[src/shared/mcit_pkg.sv]
// Purpose: Shared constants and types for the instruction timing core.
// Assumes: One system clock, synchronous active-high reset.
// Notes:   Cycle counts are system clock cycles, no machine cycles.
package mcit_pkg;

    // ==================================================================
    // Opcodes referenced by name
    // ==================================================================
    localparam logic [7:0] OP_MULT_ACC_AUX = 8'hA4;
    localparam logic [7:0] OP_DIV_ACC_AUX = 8'h84;
    localparam logic [7:0] OP_INC_DATA_PTR = 8'hA3;
    localparam logic [7:0] OP_RESERVED = 8'hA5;

    // ==================================================================
    // Counts and limits
    // ==================================================================
    localparam int NUM_INSTRUCTIONS = 109;
    localparam logic [3:0] MAX_CYCLES = 4'h8;
    localparam logic [3:0] CYC_MULT = 4'h4;
    localparam logic [3:0] CYC_DIV = 4'h8;
    localparam logic [3:0] CNT_ZERO = 4'h0;
    localparam logic [3:0] CNT_ONE = 4'h1;

    // ==================================================================
    // Status-word flag mask: bit 2 carry, bit 1 aux carry, bit 0 overflow
    // ==================================================================
    localparam int FLG_CY_POS = 2;
    localparam int FLG_AC_POS = 1;
    localparam int FLG_OV_POS = 0;
    localparam logic [2:0] FLG_NONE = 3'h0;
    localparam logic [2:0] FLG_CY = 3'h4;
    localparam logic [2:0] FLG_CYOV = 3'h5;
    localparam logic [2:0] FLG_ALL = 3'h7;

    // ==================================================================
    // Types
    // ==================================================================
    typedef enum logic [2:0] {
        CL_MISC, CL_ARITH, CL_LOGIC, CL_MOVE, CL_BOOL, CL_BRANCH
    } mcit_class_e;

    typedef enum logic [2:0] {
        AM_NONE, AM_ACC, AM_REG, AM_DIR, AM_IND, AM_IMM
    } mcit_mode_e;

    typedef struct packed {
        logic [1:0] len;
        logic [3:0] cyc;
        logic cond;
        logic legal;
        mcit_class_e cls;
        mcit_mode_e mode;
        logic [2:0] flags;
    } mcit_dec_s;

    typedef enum logic {ST_IDLE, ST_EXEC} mcit_state_e;

    typedef struct packed {
        mcit_state_e st;
        logic [3:0] remain;
        logic [3:0] elapsed;
        mcit_dec_s dec;
        logic taken;
        logic [7:0] op;
    } mcit_seq_s;

    localparam mcit_seq_s SEQ_RESET = '0;

endpackage

[src/rtl/mcit_core_timing.sv]
// Purpose: Issue and cycle sequencing of decoded instructions.
// Assumes: Opcode arrives with its branch condition already resolved.
// Notes:   Each accepted instruction occupies exactly its cycle count plus one when its branch is taken.
module mcit_core_timing
    import mcit_pkg::*;
(
    input wire logic mclk,          // System clock
    input wire logic rst,           // Synchronous reset, active high
    input wire logic opValid,       // Opcode byte offered
    input wire logic [7:0] opByte,  // Opcode byte
    input wire logic condTrue,      // Branch condition of offered op
    output logic opReady,           // Sequencer takes an opcode now
    output logic opDone,            // Last cycle of current instruction
    output logic busy,              // An instruction is executing
    output logic branchTaken,       // Current branch is taken
    output logic illegalOp,         // Current opcode is reserved
    output logic [3:0] cycleIndex,  // Cycle number within instruction
    output logic [7:0] curOp,       // Opcode being executed
    output mcit_dec_s instrInfo     // Decoded attributes of current op
);

    mcit_seq_s s_ff;
    mcit_seq_s nxt_s;
    mcit_dec_s dec;
    logic accept;
    logic lastCyc;
    logic takenNow;

    // ==================================================================
    // Decoder
    // ==================================================================
    mcit_decoder u_dec (
        .opByte(opByte),
        .dec(dec)
    );

    // ==================================================================
    // Handshake
    // ==================================================================
    assign lastCyc = (s_ff.st == ST_EXEC) && (s_ff.remain == CNT_ZERO);
    assign opReady = (s_ff.st == ST_IDLE) || lastCyc;
    assign accept = opValid && opReady;
    assign takenNow = dec.cond && condTrue;

    // ==================================================================
    // Sequencer
    // ==================================================================
    always_comb begin
        nxt_s = s_ff;
        case (s_ff.st)
            ST_IDLE: nxt_s.st = ST_IDLE;
            ST_EXEC: begin
                nxt_s.remain = s_ff.remain - CNT_ONE;
                nxt_s.elapsed = s_ff.elapsed + CNT_ONE;
                if (lastCyc) begin
                    // Index holds its final count until the next take
                    nxt_s.st = ST_IDLE;
                    nxt_s.remain = CNT_ZERO;
                    nxt_s.elapsed = s_ff.elapsed;
                end
            end
            default: nxt_s = SEQ_RESET;
        endcase
        if (accept) begin
            nxt_s.st = ST_EXEC;
            nxt_s.dec = dec;
            nxt_s.taken = takenNow;
            nxt_s.op = opByte;
            nxt_s.elapsed = CNT_ONE;
            // Taken branch adds exactly one cycle to the base count
            nxt_s.remain = dec.cyc + {3'h0, takenNow} - CNT_ONE;
        end
    end

    always_ff @(posedge mclk) begin
        if (rst) begin
            s_ff <= SEQ_RESET;
        end else begin
            s_ff <= nxt_s;
        end
    end

    assign opDone = lastCyc;
    assign busy = (s_ff.st == ST_EXEC);
    assign branchTaken = s_ff.taken;
    assign illegalOp = busy && !s_ff.dec.legal;
    assign cycleIndex = s_ff.elapsed;
    assign curOp = s_ff.op;
    assign instrInfo = s_ff.dec;

    // ==================================================================
    // Checks
    // ==================================================================
    logic [3:0] hiN;
    logic [3:0] loN;
    logic isArith;
    logic isLogic;
    logic incOne;
    logic logOne;

    assign hiN = opByte[7:4];
    assign loN = opByte[3:0];
    assign isArith = (hiN == 4'h2) || (hiN == 4'h3) || (hiN == 4'h9);
    assign isLogic = (hiN >= 4'h4) && (hiN <= 4'h6);
    assign incOne = (loN == 4'h4) || loN[3];
    assign logOne = loN[3];
endmodule

[src/rtl/mcit_decoder.sv]
// Purpose: Opcode to length, cycle count, class, mode and flag mask.
// Assumes: Purely combinational, fed by the offered opcode byte, feeds the sequencer.
// Notes:   Conditional branches report their not-taken cycle count.
module mcit_decoder
    import mcit_pkg::*;
(
    input wire logic [7:0] opByte, // Opcode byte
    output mcit_dec_s dec          // Decoded timing and attributes
);

    logic [3:0] hi;
    logic [3:0] lo;
    logic arith;
    logic logi;

    function automatic mcit_dec_s mk(input logic [1:0] l,
                                     input logic [3:0] c,
                                     input mcit_class_e k,
                                     input mcit_mode_e m);
        mcit_dec_s r;
        r = '0;
        r.len = l;
        r.cyc = c;
        r.legal = 1'b1;
        r.cls = k;
        r.mode = m;
        r.flags = FLG_NONE;
        return r;
    endfunction

    assign hi = opByte[7:4];
    assign lo = opByte[3:0];

    // ==================================================================
    // Opcode table, organised by low nibble column
    // ==================================================================
    always_comb begin
        arith = (hi == 4'h2) || (hi == 4'h3) || (hi == 4'h9);
        logi = (hi >= 4'h4) && (hi <= 4'h6);
        dec = mk(2'h1, 4'h1, CL_MISC, AM_NONE);
        if (lo[3]) begin
            dec = mk(2'h1, 4'h1, CL_MOVE, AM_REG);
            case (hi)
                4'h7, 4'h8, 4'hA: dec = mk(2'h2, 4'h2, CL_MOVE, AM_REG);
                4'hB: begin
                    dec = mk(2'h3, 4'h3, CL_BRANCH, AM_REG);
                    dec.flags = FLG_CY;
                end
                4'hD: dec = mk(2'h2, 4'h2, CL_BRANCH, AM_REG);
                default: dec.mode = AM_REG;
            endcase
            dec.cond = (hi == 4'hB) || (hi == 4'hD);
        end else if (lo[3:1] == 3'h3) begin
            dec = mk(2'h1, 4'h2, CL_MOVE, AM_IND);
            case (hi)
                4'h7, 4'h8, 4'hA: dec = mk(2'h2, 4'h2, CL_MOVE, AM_IND);
                4'hB: begin
                    dec = mk(2'h3, 4'h4, CL_BRANCH, AM_IND);
                    dec.cond = 1'b1;
                    dec.flags = FLG_CY;
                end
                default: dec.mode = AM_IND;
            endcase
        end else begin
            case (lo)
                4'h5: begin
                    dec = mk(2'h2, 4'h2, CL_MOVE, AM_DIR);
                    case (hi)
                        4'h7, 4'h8: dec = mk(2'h3, 4'h3, CL_MOVE, AM_DIR);
                        4'hA: dec.legal = 1'b0;
                        4'hB: begin
                            dec = mk(2'h3, 4'h4, CL_BRANCH, AM_DIR);
                            dec.cond = 1'b1;
                            dec.flags = FLG_CY;
                        end
                        4'hD: begin
                            dec = mk(2'h3, 4'h3, CL_BRANCH, AM_DIR);
                            dec.cond = 1'b1;
                        end
                        default: dec.mode = AM_DIR;
                    endcase
                    if (!dec.legal) begin
                        dec = mk(2'h1, 4'h1, CL_MISC, AM_NONE);
                        dec.legal = 1'b0;
                    end
                end
                4'h4: begin
                    dec = mk(2'h2, 4'h2, CL_MOVE, AM_IMM);
                    case (hi)
                        4'h0, 4'h1, 4'hC, 4'hE, 4'hF:
                            dec = mk(2'h1, 4'h1, CL_MISC, AM_ACC);
                        4'hD: begin
                            dec = mk(2'h1, 4'h1, CL_MISC, AM_ACC);
                            dec.flags = FLG_CY;
                        end
                        4'h8: begin
                            dec = mk(2'h1, CYC_DIV, CL_ARITH, AM_ACC);
                            dec.flags = FLG_CYOV;
                        end
                        4'hA: begin
                            dec = mk(2'h1, CYC_MULT, CL_ARITH, AM_ACC);
                            dec.flags = FLG_CYOV;
                        end
                        4'hB: begin
                            dec = mk(2'h3, 4'h3, CL_BRANCH, AM_IMM);
                            dec.cond = 1'b1;
                            dec.flags = FLG_CY;
                        end
                        default: dec.mode = AM_IMM;
                    endcase
                end
                4'h3: begin
                    case (hi)
                        4'h0, 4'h2: dec = mk(2'h1, 4'h1, CL_MISC, AM_ACC);
                        4'h1, 4'h3: begin
                            dec = mk(2'h1, 4'h1, CL_MISC, AM_ACC);
                            dec.flags = FLG_CY;
                        end
                        4'h4, 4'h5, 4'h6:
                            dec = mk(2'h3, 4'h3, CL_LOGIC, AM_DIR);
                        4'h7: dec = mk(2'h1, 4'h3, CL_BRANCH, AM_NONE);
                        4'hA: begin
                            dec = mk(2'h1, 4'h1, CL_ARITH, AM_NONE);
                            dec.flags = FLG_NONE;
                        end
                        4'hB, 4'hC, 4'hD: begin
                            dec = mk(2'h1, 4'h1, CL_BOOL, AM_NONE);
                            dec.flags = FLG_CY;
                        end
                        default: dec = mk(2'h1, 4'h3, CL_MOVE, AM_IND);
                    endcase
                end
                4'h2: begin
                    case (hi)
                        4'h0, 4'h1: dec = mk(2'h3, 4'h4, CL_BRANCH, AM_NONE);
                        4'h2, 4'h3: dec = mk(2'h1, 4'h5, CL_BRANCH, AM_NONE);
                        4'h4, 4'h5, 4'h6:
                            dec = mk(2'h2, 4'h2, CL_LOGIC, AM_DIR);
                        4'h7, 4'h8, 4'hA: begin
                            dec = mk(2'h2, 4'h2, CL_BOOL, AM_DIR);
                            dec.flags = FLG_CY;
                        end
                        4'hE, 4'hF: dec = mk(2'h1, 4'h3, CL_MOVE, AM_IND);
                        default: dec = mk(2'h2, 4'h2, CL_BOOL, AM_DIR);
                    endcase
                end
                4'h1: dec = mk(2'h2, 4'h3, CL_BRANCH, AM_NONE);
                default: begin
                    case (hi)
                        4'h0: dec = mk(2'h1, 4'h1, CL_MISC, AM_NONE);
                        4'h1, 4'h2, 4'h3: begin
                            dec = mk(2'h3, 4'h3, CL_BRANCH, AM_DIR);
                            dec.cond = 1'b1;
                        end
                        4'h4, 4'h5, 4'h6, 4'h7: begin
                            dec = mk(2'h2, 4'h2, CL_BRANCH, AM_NONE);
                            dec.cond = 1'b1;
                        end
                        4'h8: dec = mk(2'h2, 4'h3, CL_BRANCH, AM_NONE);
                        4'h9: dec = mk(2'h3, 4'h3, CL_MOVE, AM_IMM);
                        4'hA, 4'hB: begin
                            dec = mk(2'h2, 4'h2, CL_BOOL, AM_DIR);
                            dec.flags = FLG_CY;
                        end
                        4'hC, 4'hD: dec = mk(2'h2, 4'h2, CL_MOVE, AM_DIR);
                        default: dec = mk(2'h1, 4'h3, CL_MOVE, AM_NONE);
                    endcase
                end
            endcase
        end
        // Accumulator arithmetic columns get class and full flag mask, logic and inc/dec columns class only
        if ((lo >= 4'h4) && dec.legal && (hi != 4'h8) && (hi != 4'hA)) begin
            if (arith) begin
                dec.cls = CL_ARITH;
                dec.flags = FLG_ALL;
            end else if (logi) begin
                dec.cls = CL_LOGIC;
            end else if (hi <= 4'h1) begin
                dec.cls = CL_ARITH;
            end
        end
    end

endmodule

[config.mk]
export PLATFORM = sky130hd
export DESIGN_NAME = mcit_core_timing
export DESIGN_NICKNAME = d
export VERILOG_FILES = /design/src/shared/mcit_pkg.sv /design/src/rtl/mcit_core_timing.sv /design/src/rtl/mcit_decoder.sv
export SDC_FILE = /design/constraint.sdc
export NUM_CORES = 1
export LEC_CHECK = 0
export BUFFER_PORTS_ARGS = -buffer_cell sky130_fd_sc_hd__buf_2
export CORE_UTILIZATION = 39
export CTS_CLUSTER_DIAMETER = 200
export CTS_CLUSTER_SIZE = 40
export DETAILED_ROUTE_END_ITERATION = 12
export PLACE_DENSITY = 0.58
export RECOVER_POWER = 100
export SLEW_MARGIN = 20
export SYNTH_ARGS = -nofsm -noshare
export SYNTH_HDL_FRONTEND = slang
export SYNTH_HIERARCHICAL = 1
export SYNTH_SLANG_ARGS = --single-unit
[constraint.sdc]
create_clock -name mclk -period 2.8 [get_ports mclk]
set_input_delay 0.28 -clock mclk [delete_from_list [all_inputs] [get_ports mclk]]
set_output_delay 0.28 -clock mclk [all_outputs]
set_load 0.01 [all_outputs]
; ---- Yosys cells after proc, flatten, opt, wreduce, memory -nomap -nowiden
; Memory sizes are Yosys's and may differ from the RTL's.
; Index checks and enable logic that the tools add are counted.
[op_classes]
n_addsub = 4
multipliers = 0
n_div = 0
magnitude_cmp = 4
n_eq_ne = 21
shifts = 0
mux = 26
bitwise_logic = 2
reduce_logical = 25
[ops]
columns = cell, count
row1 = case mux 17 bit (5 select lines), 1
row2 = 2-to-1 mux 17 bit, 3
row3 = case mux 11 bit (4 select lines), 1
row4 = 2-to-1 mux 35 bit, 1
row5 = case mux 11 bit (3 select lines), 1
row6 = "== test 4 bit, second input constant", 8
row7 = 2-to-1 mux 3 bit, 9
row8 = case mux 11 bit (2 select lines), 1
row9 = case mux 6 bit (3 select lines), 1
row10 = "== test 4 x 2 -> 1 bit, second input constant", 4
row11 = "== test 4 x 3 -> 1 bit, second input constant", 3
row12 = 2-to-1 mux 9 bit, 1
row13 = "== test 4 x 1 -> 1 bit, second input constant", 2
row14 = ">= comparator 4 x 3 -> 1 bit, second input constant", 2
row15 = logical AND 1 bit, 8
row16 = logical NOT 4 bit, 2
row17 = 2-to-1 mux 8 bit, 1
row18 = "inequality test 4 bit, second input constant", 2
row19 = OR reduction 2 bit, 4
row20 = OR reduction 8 bit, 1
row21 = "subtractor 4 x 1 -> 4 bit, second input constant", 2
row22 = case mux 3 bit (2 select lines), 1
row23 = OR reduction 6 bit, 1
row24 = adder 4 x 1 -> 4 bit, 1
row25 = other kinds (13), 21
[totals]
register_bits = 35
latch_bits = 0
ram_bits = 0
rom_bits = 528
input_bits = 12
wordCells = 98
memories = 3
[mem_list]
columns = name, depth, word_bits, read_ports, rd_clocked_by_memory_dff, wr, line
row1 = (no name shown), 16, 12, 1, 0, 0, mcit_decoder.sv:134  ; case (hi)
row2 = (no name shown), 16, 12, 1, 0, 0, mcit_decoder.sv:149  ; case (hi)
row3 = (no name shown), 16, 9, 1, 0, 0, mcit_decoder.sv:113  ; case (hi)

; ---- Depth between registers and ports, before layout
[depth]
depth_word = 14
depth_mapped = 13
mapped_depth_nobuf = 12

; ---- Cells and area by module
; Netlist, hierarchy kept.
[modules_own_cells]
columns = mod, instances, cells_each, area_per_inst_um2, seq_area_each_um2
row1 = mcit_core_timing, 1, 211, 1696.6, 700.7
row2 = mcit_decoder, 1, 206, 1282.5, 0.0

; ---- Least setup slack after synthesis
; Ideal clock, no wire load.
[synth_path]
path_type = in2reg
startpoint = in opByte[1]
endpoint = reg s_ff[33] in the netlist's numbering
setup_ns = 0.127
arrival_time_ns = 2.216
setup_slack_ns = 0.457
path_stages = 12
path_cell_list = buf_6 > nand4bb_4 > or2_1 > o221ai_2 > nand3_1 > a21boi_1 > nand2_1 > ha_1 > nor3b_1 > xor2_1 > a221oi_1 > nor3_1
[synth_lines]
columns = element, line
row1 = from (decl), mcit_core_timing.sv:10  ; input wire logic [7:0] opByte,
row2 = to (signal assigned), mcit_core_timing.sv:79  ; s_ff <= nxt_s;
row3 = to (decl), mcit_core_timing.sv:22  ; mcit_seq_s s_ff;

==> metrics.md <==
| Metric | Value |
|---|---|
| Outcome | finished, final reports clean |
| Tmin final | ~2.5 ns |
| DR iter-0 viols | between 200 and 300 |
| CTS tree | built |
| Global placement routability congestion | 0.9920 |
| Tot Pwr | about 1400 uW |
| CP arrival | about 2.7 ns |
| Ys async rst share | 0% |
| Clock share of power | about a quarter |
| WL met2 | 3823 um |
| Total GRT Usage | between 20% and 30% |
| IO buf count | 45 |
| Worst-margin pin slew | about 0.73 ns |
| Initial antenna violation count | 0 |
| Setup Buffers After CTS | 0 |
| Avg WL per Cell | ~16 um |
| Post-synth top area share | approximately a quarter |
| Largest family of logic cells by synthesized area | simple AND/OR/NAND/NOR gates |
| Metal-1 WL | ~4200 um |
| Min-Delay Startpoint | condTrue |
| Unrepaired setup endpoints after global routing | false |
| FMAX | ~400 MHz |
| Syn Inst Count | between 400 and 500 |
| Largest cells by area after synthesis | dfxtp_1, nand2_1, a21oi_1 |
| Seq/Total Area, Yosys | between 20% and 30% |
| Post-cts sizing count | 0 |
| Final setup TNS | 0 ns |
| Total of max-cap violations | 0 |
| Root Driver | clkbuf_8 |
| Most common cell in the netlist | nand2_1 |
| Leakage | 0.001245 uW |
| I/O pin count | 46 |
| Area Growth Syn to Fin | 8.232% |
| Reg power frac | approximately 41% |
| Share of layout cells above drive strength 1 | ~15% |
| Worst IR drop on VDD | ~0.00019 V |
| CTS Buf Count | 5 |
| Int Pwr | a little under 900 uW |
| Mean Syn Cell Area | between 7 and 8 um^2 |
| CTS Hold Bufs | 0 |
| Final wirelength | a little under 9000 um |
| Finished Cell Area | between 0.003 and 0.004 mm^2 |
| Core area | 0.007331 mm^2 |
| Clk sinks | 35 |
| Clock Skew | just over 0.009 ns |
| Crit end category | register |
| Critical path launch point type | input pin |
| Final slew viol count | 0 |
| Num rows | 31 |
| Register Area | around 700 um^2 |
| First-pass GRT wire length | ~14000 um |
| Post-synth EDFFs | 0 |
| Min-Delay Path Class | input pin to register |
| Die W | about 89 um |
| Slew margin rel. | roughly 52% |
| Ant. Diodes | 0 |
| Crit share post-route | between 80% and 90% |
| PwrDens | between 400 and 500 mW/mm^2 |
| RR Startpoint | s_ff[30] |
| Post-Synth XOR/XNOR Area | 0.8820% |
| Final core occ | between 40% and 50% |
| Reg2reg path depth | 7 |
| WS Path Type | input pin to register |
| CP required | slightly below 3 ns |
| Die height | ~90 um |
| Syn. warnings | 6 |
| Wire length on met3 | between 400 and 500 um |
| Simple-gate area share of the yosys netlist | around 29% |
| Die ar. | 0.007992 mm^2 |
| Mean number of vias per cell | ~5.6 |
| Mapped Nets | 438 |
| Largest net degree at the start of global routing | 36 |
| Worst-path clk slew | approximately 0.080 ns |
| DRC viols | 0 |
| TritonRoute pass-1 iters | 5 |
| Comb pwr share | approximately 33% |
| Seq cells post-synth | 35 |
| Setup slack, reg-to-reg | ~0.46 ns |
| Cell taking the most area after synthesis | dfxtp_1 |
| R2r endpoint | curOp[5] |
| Fill count | about 790 |
| Mux share of post-synthesis cell area | 1.092% |
| Max layer used | met4 |
| Htree depth | 2 |
| Final ANT Viol Nets | 0 |
| Most used DFF post-synth | dfxtp_1 |
| Maximum clock path buffer count | 2 |
| Mapped cell area | 0.002979 mm^2 |
| GR Overflow Total | 0 |
| Worst Setup Slack, final | just under 0.3 ns |
| Via count | between 3000 and 4000 |
| Commonest cells post-synth | nand2_1, a21oi_1, dfxtp_1, buf_4, nor2_1 |
| Worst hold stages | 3 |
| Final setup fails | 0 |
| Final Hold Fails | 0 |
| WHS Endpoint | branchTaken |
| Distinct cell type count after synthesis | between 60 and 70 |
| Sw power | a little under 500 uW |
| Critical path peak fanout | 18 |
| Multi-input gate area | around 0.0018 mm^2 |
| Placed inst area | between 0.003 and 0.004 mm^2 |
| Adder-cell share of the synthesized area | under 10% |
| Pre-CTS setup slack | -0.006467 ns |
| Initial Util | between 40% and 50% |
| Compound-Gate Fraction of Synth Area | between 20% and 30% |
| DPL Wire Length | 6755 um |
| Fin nets | about 470 |
| Vias in the first global route | around 2800 |
| Switching share of power | 35.94% |
| Worst-skew pair later-pin latency | between 0.2 and 0.3 ns |
-- sequential cells by signal, indices dropped and copies added (netlist names) --
register     cells
s_ff             4
instrInfo       17
busy             1
branchTaken      1
curOp            8
cycleIndex       4
-- stage by stage --
| step | hold WS [ns] | instances |
|---|---|---|
| 3_5_place_dp | 0.4444 | 537 |
| 3_3_place_gp | 0.4405 | 537 |
| 2_1_floorplan | 0.4160 | 417 |
| 4_1_cts | 0.2693 | 545 |
| 6_report | 0.2856 | 545 |
| 5_1_grt | 0.2881 | 545 |
-- layer usage --
layer  track usage [%]  vias to the layer above
met5                 0                        -
met4             9.668                        0
met3             3.693                       32
met2             35.18                      119
met1             32.74                     1422
li1                  -                     1499
-- power by group through the flow --
stage,clock network (uW),registers (uW),logic [uW]
floorplan,0,565,355
global placement,0,571,467
detailed placement,0,572,460
CTS,375,560,461
global route,400,566,500
finish,360,560,447
-- area by class of cell --
type                       count  area share (%)
multi-input combinational    312           56.62
sequential                    35           21.73
timing repair buffer          78           13.66
tap                           99           3.842
clock buffer                   6           2.251
inverter                      13           1.513
clock inverter                 2          0.3880
-- critical path, cell delays in order --
cell	delay [ns]
buf_2	0.27
and3b_1	0.24
o21ai_0	0.12
a21oi_1	0.23
a31oi_1	0.07
o31ai_1	0.41
inv_1	0.09
ha_1	0.22
nor3b_1	0.14
xor2_1	0.15
a221oi_1	0.33
nor3_1	0.09
-- kinds of logic (layout without fill, tap and decap cells) --
logic type	count (synthesis)	count (layout)
AND/OR/NAND/NOR	171	171
buffers and inverters	70	99
multiplexers	3	3
AO/OA/AOI/OAI	126	126
adder cells (fa/ha/maj)	9	9
XOR/XNOR	3	3
flip-flops	35	35
-- layout by cell type, fill, tap and decap left out, types with 10 or more instances in the layout --
| cell | n |
|---|---|
| dfxtp_1 | 35 |
| nor2_1 | 27 |
| nand3_1 | 16 |
| clkbuf_1 | 35 |
| nand2_1 | 83 |
| buf_4 | 31 |
| inv_1 | 13 |
| buf_2 | 11 |
| a21oi_1 | 51 |
| a31oi_1 | 10 |
| o21ai_0 | 19 |
-- worst max path at each step --
stage                          from       end  slack [ns]
after global placement    opByte[6]  s_ff[33]        0.10
after detailed placement  opByte[6]  s_ff[33]      -0.006
after CTS                 opByte[6]  s_ff[33]        0.30
final                     opByte[6]  s_ff[33]        0.30
after floorplan           opByte[1]  s_ff[33]        0.46
after global routing      opByte[6]  s_ff[33]        0.11
Note: power is estimated with default switching activity, not from simulation.
